$ cat config.mk
export PLATFORM = sky130hd
export DESIGN_NAME = pps_sequencer
export DESIGN_NICKNAME = d
export VERILOG_FILES = /design/src/pps_pkg.sv /design/src/pps_sequencer.sv
export SDC_FILE = /design/constraint.sdc
export NUM_CORES = 1
export LEC_CHECK = 0
export BUFFER_PORTS_ARGS = -buffer_cell sky130_fd_sc_hd__buf_2
export CORE_UTILIZATION = 42
export DETAILED_ROUTE_END_ITERATION = 8
export HOLD_SLACK_MARGIN = 0.06
export MAX_ROUTING_LAYER = met4
export PLACE_DENSITY_LB_ADDON = 0.1
export RECOVER_POWER = 100
export SYNTH_ARGS = -nofsm -noshare
export SYNTH_HDL_FRONTEND = slang
export SYNTH_SLANG_ARGS = --single-unit
$ cat constraint.sdc
create_clock -name CLK -period 2.9 [get_ports CLK]
set_clock_uncertainty 0.2 [all_clocks]
set_input_delay 0.435 -clock CLK [delete_from_list [all_inputs] [get_ports CLK]]
set_output_delay 0.435 -clock CLK [all_outputs]
set_load 0.02 [all_outputs]
$ cat src/pps_pkg.sv
// constants and state codes for the push-pull protection and mode sequencer
// assumes one 40 MHz clock; analog comparator results arrive as logic levels
package pps_pkg;
    localparam int CLK_NS        = 25;
    localparam int CNT_W         = 16;
    // break-before-make gap, least time, rounded up
    localparam int DEAD_NS       = 70;
    localparam int DEAD_CYC      = (DEAD_NS + CLK_NS - 1) / CLK_NS;
    // hiccup pause after a soft-short trip, least time, rounded up
    localparam int RETRY_NS      = 100;
    localparam int RETRY_CYC     = (RETRY_NS + CLK_NS - 1) / CLK_NS;
    // hard-short reaction budget, longest time, rounded down
    localparam int HARD_RESP_NS  = 65;
    localparam int HARD_RESP_CYC = HARD_RESP_NS / CLK_NS;
    // overvoltage stop delay, longest time, rounded down
    localparam int OV_NS         = 550;
    localparam int OV_CYC        = OV_NS / CLK_NS;
    // enable glitch filter
    localparam int GLITCH_US     = 5;
    localparam int GLITCH_CYC    = GLITCH_US * 1000 / CLK_NS;
    // persistent hard short before a full soft-start rerun
    localparam int HARD_LONG_US  = 200;
    localparam int HARD_LONG_CYC = HARD_LONG_US * 1000 / CLK_NS;
    // internal oscillator half period (one gate phase)
    localparam int INT_HALF_CYC  = 20;
    // external clock counted as lost after this many idle cycles
    localparam int EXT_LOSS_CYC  = 400;
    // soft-start ramp: cycles per strength step, 255 steps from zero to full
    localparam int SS_STEP_CYC   = 312;
    localparam logic [7:0] SS_FULL = 8'hff;

    typedef enum logic [5:0] {
        ST_OFF   = 6'h01,
        ST_WAIT  = 6'h02,
        ST_SOFT  = 6'h04,
        ST_RUN   = 6'h08,
        ST_DISCH = 6'h10,
        ST_HALT  = 6'h20
    } pps_state_e;
endpackage : pps_pkg

$ cat src/pps_sequencer.sv
// push-pull driver sequencer: modes, soft-start, protection, gate drive
// assumes comparator results and the external clock are asynchronous levels
//
// Contract
// - per-switch cycle-by-cycle current limit ends conduction
// - current guard ignored during soft-start
// - soft short: drive off 100 ns, retry
// - retries repeat each on-time, both off
// - dip over 2.5 V: hard short, 5 A
// - hard short over 200 us reruns soft-start
// - react to hard short within 65 ns
// - enable low keeps shutdown, no switching
// - enabled but supply low: outputs inactive
// - switch only with supply and enable up
// - 5 us glitch filter on enable
// - floating enable reads as disabled
// - over-temperature stops switching at once
// - thermal restart only below lower threshold
// - oscillator starts when supply and enable up
// - soft-start ramps drive on power-up, enable
// - operation mode after soft-start, fixed frequency
// - disabled or low supply: drains high-impedance
// - sync mode divides external clock by two
// - sync mode sticks; lost clock halts switching
// - sync mode disables duty control, spreading
// - complementary drives with 70 ns dead time
// - overvoltage stops after 550 ns, hysteresis
`timescale 1ns/100ps
module pps_sequencer #(
    parameter int HARD_LONG_CYC = pps_pkg::HARD_LONG_CYC,
    parameter int SS_STEP_CYC   = pps_pkg::SS_STEP_CYC
) (
    // clock and reset
    input  wire logic       CLK,
    input  wire logic       RESET_N,
    // comparator results, asynchronous
    input  wire logic       EN_ABOVE,
    input  wire logic       SUPPLY_OK,
    input  wire logic       OC_TRIP,
    input  wire logic       HARD_TRIP,
    input  wire logic       DIP_HARD,
    input  wire logic       TEMP_HOT,
    input  wire logic       TEMP_COOL,
    input  wire logic       OV_RISE,
    input  wire logic       OV_CLEAR,
    // external sync clock
    input  wire logic       EXT_CLK,
    // switch drives
    output logic            GATE_A,
    output logic            GATE_B,
    output logic            DRAIN_A_O,
    output logic            DRAIN_A_OE,
    output logic            DRAIN_B_O,
    output logic            DRAIN_B_OE,
    output logic [7:0]      GATE_STRENGTH,
    output logic            SS_DISCHARGE,
    // status and mode
    output logic [5:0]      MODE,
    output logic            OSC_RUN,
    output logic            SYNC_MODE,
    output logic            DUTY_CTRL_EN,
    output logic            SPREAD_EN
);
    localparam int W = pps_pkg::CNT_W;

    logic [9:0]             sync1_ff;
    logic [9:0]             sync2_ff;
    logic                   en_s, sup_s, oc_s, hard_s, dip_s;
    logic                   hot_s, cool_s, ovr_s, ovc_s, ext_s;
    logic                   ext_prev_ff;
    logic                   ext_rise;
    pps_pkg::pps_state_e    state_ff, nxt_state;
    logic                   en_filt_ff;
    logic [W-1:0]           glitch_cnt_ff;
    logic                   tsd_ff;
    logic [W-1:0]           ov_cnt_ff;
    logic                   ov_stop_ff;
    logic                   ext_mode_ff;
    logic [W-1:0]           ext_idle_ff;
    logic                   ext_lost;
    logic [W-1:0]           osc_cnt_ff;
    logic                   phase_ff;
    logic                   tick;
    logic [3:0]             dead_ff;
    logic [3:0]             retry_ff;
    logic                   cut_ff;
    logic                   gate_a_ff, gate_b_ff;
    logic [7:0]             ss_lvl_ff;
    logic [W-1:0]           step_ff;
    logic [W-1:0]           hard_cnt_ff;
    logic                   hard_long;
    logic                   switching, conducting, oc_en;
    logic                   trip_soft, trip_hard;

    function automatic logic hit(input logic [W-1:0] cnt, input int lim);
        hit = (cnt == W'(lim - 1));
    endfunction : hit

    // two-flop synchronisers; reset to zero so a floating enable reads off
    always_ff @(posedge CLK) begin
        if (!RESET_N) begin
            sync1_ff <= 10'h000;
            sync2_ff <= 10'h000;
        end else begin
            sync1_ff <= {EXT_CLK, OV_CLEAR, OV_RISE, TEMP_COOL, TEMP_HOT,
                         DIP_HARD, HARD_TRIP, OC_TRIP, SUPPLY_OK, EN_ABOVE};
            sync2_ff <= sync1_ff;
        end
    end
    assign {ext_s, ovc_s, ovr_s, cool_s, hot_s, dip_s, hard_s, oc_s, sup_s, en_s} = sync2_ff;
    assign ext_rise = ext_s & ~ext_prev_ff;

    // enable glitch filter: input must differ for the full window to flip
    always_ff @(posedge CLK) begin
        if (!RESET_N) begin
            en_filt_ff    <= 1'b0;
            glitch_cnt_ff <= '0;
        end else if (en_s == en_filt_ff) begin
            glitch_cnt_ff <= '0;
        end else if (hit(glitch_cnt_ff, pps_pkg::GLITCH_CYC)) begin
            en_filt_ff    <= en_s;
            glitch_cnt_ff <= '0;
        end else begin
            glitch_cnt_ff <= glitch_cnt_ff + W'(1);
        end
    end

    // thermal latch with hysteresis, overvoltage stop after its delay
    always_ff @(posedge CLK) begin
        if (!RESET_N) begin
            tsd_ff     <= 1'b0;
            ov_stop_ff <= 1'b0;
            ov_cnt_ff  <= '0;
        end else begin
            if (hot_s)
                tsd_ff <= 1'b1;
            else if (cool_s)
                tsd_ff <= 1'b0;
            ov_cnt_ff <= ovr_s && !hit(ov_cnt_ff, pps_pkg::OV_CYC) ? ov_cnt_ff + W'(1) : '0;
            if (ovr_s && hit(ov_cnt_ff, pps_pkg::OV_CYC))
                ov_stop_ff <= 1'b1;
            else if (ovc_s && !ovr_s)
                ov_stop_ff <= 1'b0;
        end
    end

    // sync mode is chosen before switching starts and only reset leaves it
    assign ext_lost = ext_mode_ff & hit(ext_idle_ff, pps_pkg::EXT_LOSS_CYC);
    always_ff @(posedge CLK) begin
        if (!RESET_N) begin
            ext_prev_ff <= 1'b0;
            ext_mode_ff <= 1'b0;
            ext_idle_ff <= '0;
        end else begin
            ext_prev_ff <= ext_s;
            if (ext_rise && (state_ff == pps_pkg::ST_OFF || state_ff == pps_pkg::ST_WAIT))
                ext_mode_ff <= 1'b1;
            if (ext_rise || !ext_mode_ff)
                ext_idle_ff <= '0;
            else if (!ext_lost)
                ext_idle_ff <= ext_idle_ff + W'(1);
        end
    end

    // persistent hard short timer
    assign hard_long = hit(hard_cnt_ff, HARD_LONG_CYC);
    always_ff @(posedge CLK) begin
        if (!RESET_N)
            hard_cnt_ff <= '0;
        else if (!dip_s || state_ff != pps_pkg::ST_RUN)
            hard_cnt_ff <= '0;
        else if (!hard_long)
            hard_cnt_ff <= hard_cnt_ff + W'(1);
    end

    // mode state machine
    always_comb begin
        nxt_state = state_ff;
        case (state_ff)
            pps_pkg::ST_OFF: begin
                if (en_filt_ff)
                    nxt_state = pps_pkg::ST_WAIT;
            end
            pps_pkg::ST_WAIT: begin
                if (!en_filt_ff)
                    nxt_state = pps_pkg::ST_OFF;
                else if (sup_s)
                    nxt_state = pps_pkg::ST_SOFT;
            end
            pps_pkg::ST_SOFT, pps_pkg::ST_RUN: begin
                if (!en_filt_ff)
                    nxt_state = pps_pkg::ST_OFF;
                else if (!sup_s)
                    nxt_state = pps_pkg::ST_WAIT;
                else if (ext_lost)
                    nxt_state = pps_pkg::ST_HALT;
                else if (hard_long)
                    nxt_state = pps_pkg::ST_DISCH;
                else if (state_ff == pps_pkg::ST_SOFT && ss_lvl_ff == pps_pkg::SS_FULL)
                    nxt_state = pps_pkg::ST_RUN;
            end
            pps_pkg::ST_DISCH: begin
                if (!en_filt_ff)
                    nxt_state = pps_pkg::ST_OFF;
                else if (!dip_s && !hard_s)
                    nxt_state = pps_pkg::ST_WAIT;
            end
            pps_pkg::ST_HALT: nxt_state = pps_pkg::ST_HALT;
            default:          nxt_state = pps_pkg::ST_OFF;
        endcase
    end

    always_ff @(posedge CLK) begin
        if (!RESET_N)
            state_ff <= pps_pkg::ST_OFF;
        else
            state_ff <= nxt_state;
    end

    // soft-start ramp of gate strength; held at full in operation mode, at zero in the other modes
    always_ff @(posedge CLK) begin
        if (!RESET_N) begin
            ss_lvl_ff <= 8'h00;
            step_ff   <= '0;
        end else if (state_ff == pps_pkg::ST_RUN) begin
            ss_lvl_ff <= pps_pkg::SS_FULL;
            step_ff   <= '0;
        end else if (state_ff != pps_pkg::ST_SOFT) begin
            ss_lvl_ff <= 8'h00;
            step_ff   <= '0;
        end else if (hit(step_ff, SS_STEP_CYC)) begin
            step_ff   <= '0;
            if (ss_lvl_ff != pps_pkg::SS_FULL)
                ss_lvl_ff <= ss_lvl_ff + 8'h01;
        end else begin
            step_ff   <= step_ff + W'(1);
        end
    end

    // phase source: internal oscillator or external clock halved
    assign switching = (state_ff == pps_pkg::ST_SOFT || state_ff == pps_pkg::ST_RUN)
                       && !tsd_ff && !ov_stop_ff && !ext_lost;
    assign tick = ext_mode_ff ? ext_rise : hit(osc_cnt_ff, pps_pkg::INT_HALF_CYC);
    always_ff @(posedge CLK) begin
        if (!RESET_N) begin
            osc_cnt_ff <= '0;
            phase_ff   <= 1'b0;
        end else begin
            if (!OSC_RUN || tick || ext_mode_ff)
                osc_cnt_ff <= '0;
            else
                osc_cnt_ff <= osc_cnt_ff + W'(1);
            if (OSC_RUN && tick)
                phase_ff <= ~phase_ff;
        end
    end

    // current guard: only after soft-start, per conducting switch
    assign conducting = gate_a_ff | gate_b_ff;
    assign oc_en      = (state_ff == pps_pkg::ST_RUN);
    assign trip_soft  = oc_en & conducting & ~dip_s & oc_s;
    assign trip_hard  = oc_en & dip_s & hard_s;

    always_ff @(posedge CLK) begin
        if (!RESET_N) begin
            dead_ff  <= 4'h0;
            retry_ff <= 4'h0;
            cut_ff   <= 1'b0;
        end else begin
            if (tick)
                dead_ff <= 4'(pps_pkg::DEAD_CYC);
            else if (dead_ff != 4'h0)
                dead_ff <= dead_ff - 4'h1;
            if (trip_soft)
                retry_ff <= 4'(pps_pkg::RETRY_CYC);
            else if (retry_ff != 4'h0)
                retry_ff <= retry_ff - 4'h1;
            if (trip_hard && conducting)
                cut_ff <= 1'b1;
            else if (tick || !switching)
                cut_ff <= 1'b0;
        end
    end

    // gates follow the phase once dead time and any pause have elapsed
    always_ff @(posedge CLK) begin
        if (!RESET_N) begin
            gate_a_ff <= 1'b0;
            gate_b_ff <= 1'b0;
        end else begin
            gate_a_ff <= switching && !phase_ff && dead_ff == 4'h0 && retry_ff == 4'h0
                         && !trip_soft && !cut_ff && !tick;
            gate_b_ff <= switching && phase_ff && dead_ff == 4'h0 && retry_ff == 4'h0
                         && !trip_soft && !cut_ff && !tick;
        end
    end

    // hard trip masks the gates directly: a register stage would miss the budget
    // stopping also masks them, since the gate registers lag the state by a cycle
    assign GATE_A        = gate_a_ff & ~trip_hard & switching;
    assign GATE_B        = gate_b_ff & ~trip_hard & switching;
    assign DRAIN_A_O     = 1'b0;
    assign DRAIN_B_O     = 1'b0;
    assign DRAIN_A_OE    = GATE_A;
    assign DRAIN_B_OE    = GATE_B;
    assign GATE_STRENGTH = ss_lvl_ff;
    assign SS_DISCHARGE  = (state_ff == pps_pkg::ST_DISCH);
    assign MODE          = state_ff;
    assign OSC_RUN       = switching;
    assign SYNC_MODE     = ext_mode_ff;
    assign DUTY_CTRL_EN  = ~ext_mode_ff;
    assign SPREAD_EN     = ~ext_mode_ff & switching;

    localparam int RC = pps_pkg::RETRY_CYC;
endmodule : pps_sequencer

==> metrics <==
first-pass GRT wire length=21900 um; CP peak stage delay=0.55 ns; largest net degree at the start of global routing=25; CTS H-tree lvls=4; CP Capture Type=output port; headroom to the max-slew limit=39.5%; kind of critical path=reg2out; Initial Utilization=43.4%; HP Class=reg2reg; Synth Cell Area=0.00636 mm2; Synth Area per Inst=8.80 um2; Global Route Usage Sum=18.0%; critical path, cell by cell=or4_1 > buf_4 > nor3b_4 > nand3_2 > and3_4 > buf_2; dpl hpwl=8750 um; Slew @ Worst Pin=0.907 ns; Final Hold Vio Count=0; initial antenna violation count=0; final-stage net count=796; routability cong.=0.832; Critical Path Slowest Stage Cell=or4_1; I/O pin cnt=37; Synthesis Warnings=0; commonest non-fill, non-tap cell in the layout=dfxtp_1; # DRC=0; critical path arrival=2.17 ns; maximum VDD drop=0.487 mV; CTS tree=built; register area share after synthesis=46.3%; P&R area growth vs syn=16.5%; Worst Path Max Fanout=7; worst path bufs/invs=2; Finished Layout Cells=970; setup total negative slack=0 ns; PortBufs=34; Fmax=356 MHz; cell count after placement=925; cell depth of the worst setup path=6; Wirelength per Cell=13.0 um; flop2flop setup slack=0.19 ns; most frequent cells in the layout=147 x dfxtp_1, 129 x nor2_1, 52 x nand2_1, 49 x xor2_1, 40 x nand3_1; WL final=12600 um; clk slew on worst S/H paths=0.06 ns; routed vias/inst=5.13; vias in the first global route=4751; Fillers=1377; Final Cycle Share=96.8%; status=complete, no violations; final setup vio count=0; Vias=4974; max-cap viol count=0; clock latency on the worst-skew pair=0.42 ns; Netlist cell types=61; antenna cells=0; core area=0.0146 mm2; Hold Path Cell Cnt=1; Final Critical Period=2.81 ns; hold_ws=0.234 ns; Routed Antenna Nets=0; power density cells=647 mW/mm2; Post-Syn Instances=723; CTS Root Cell=clkbuf_16; Num Clock Sinks=147; Synth Register Bits=147; Initial DRC Count=341; row cnt=44; Synth async-reset ratio=0%; Post-synth EDFFs=0; Setup crit start kind=register; delay-heaviest family, CP=simple AND/OR/NAND/NOR gates; Post-synth top flop=dfxtp_1; GRT overflow=0; worst reg2reg path depth=6; Die Span Y=125 um; share of layout cells above drive strength 1=9.29%; Pre-Repair DR Iteration Count=7; Chip Width=125 um; Clock Path Buffers=2; Leak Pwr=2.55 nW; Required @ worst endpoint=2.27 ns; Slew Viols, Final=0; die area=0.0156 mm2; TritonCTS Buffers=17
[power by group]
| part | leakage [nW] | switching (mW) | internal [mW] |
|---|---|---|---|
| combinational | 1.06 | 0.169 | 0.139 |
| sequential | 1.19 | 0.0433 | 2.08 |
| clock | 0.306 | 0.839 | 1.52 |
| total | 2.55 | 1.05 | 3.74 |
[per-stage QoR]
stage               power (mW)  util (%)  setup slack [ns]  area [um2]
floorplan                 2.41         -             0.243        6370
global placement          2.46      45.5             0.472        6670
detailed placement        2.47      45.5             0.434        6670
CTS                       4.87      50.6           0.00419        7420
global route              5.00      50.6          -0.00743        7410
finish                    4.80      50.6            0.0942        7410
[flip-flops by register name (all words and copies together), names as in the netlist, 6 cells and up]
name / flops
ext_idle_ff: 16
sync1_ff: 10
step_ff: 16
GATE_STRENGTH: 8
sync2_ff: 10
MODE: 6
osc_cnt_ff: 16
glitch_cnt_ff: 16
hard_cnt_ff: 16
ov_cnt_ff: 16
[metal layers]
layer,track usage [%],up-vias,part of all wire [%]
met2,28.0,68,47
met5,-,-,0
met1,22.2,2333,49
li1,-,2562,-
met4,6.38,0,1.0
met3,5.18,11,3.1
[cells by family (layout without fill, tap and decap cells)]
kind of cell,after synthesis,count (layout),share of synthesized area [%]
compound gates,57,57,5.49
simple gates,370,370,29.7
buf+inv,44,106,3.42
other cells,1,2,0.0589
flops,147,147,46.3
xor+xnor,87,87,12.0
fa+ha+maj,11,11,2.16
mux,6,6,0.983
[synth_stat cells, drive strengths merged (3+ instances only)]
cell	n	area share, %
clkbuf	9	0.53
or3	6	0.59
a211oi	3	0.35
mux2i	4	0.63
inv	21	1.2
nor2	130	7.8
nand3	42	3.4
and4	4	0.55
and2	25	2.5
a31oi	3	0.30
nor3	26	2.2
dfxtp	147	46
a21oi	23	1.8
and3	18	1.8
nand2	52	3.1
nor3b	5	0.83
nand2b	3	0.30
o21ai	15	1.2
xor2	49	6.7
or2	6	0.59
or4	4	0.47
ha	11	2.2
nor4bb	3	0.47
nand4	21	2.3
nor4	16	1.6
buf	13	1.6
xnor2	38	5.2
[layout make-up]
type / instances / area, um2 / area share [%]
clock buffers: 18 / 429 / 5.79
clock inverters: 14 / 210 / 2.84
inverters: 22 / 82.6 / 1.11
multi-input cells: 533 / 3220 / 43.5
flip-flops and latches: 147 / 2940 / 39.7
well taps: 184 / 230 / 3.11
repair buffers: 52 / 294 / 3.97
[worst paths after layout]
path                                   from                to
worst min register to register  sync1_ff[4]       sync2_ff[4]
worst min-delay path            sync1_ff[4]       sync2_ff[4]
worst max register to register      MODE[0]  GATE_STRENGTH[3]
worst max-delay path                MODE[0]            GATE_B
[timing repair]
action                                  CTS  global route
hold buffers                             10             0
buffers inserted                          1             2
hold endpoints to repair                 10             0
endpoints found under the setup margin    4             4
gates resized for setup                   0             5
pin swaps                                 1             2
No activity file was read; power rests on OpenSTA's default activity.
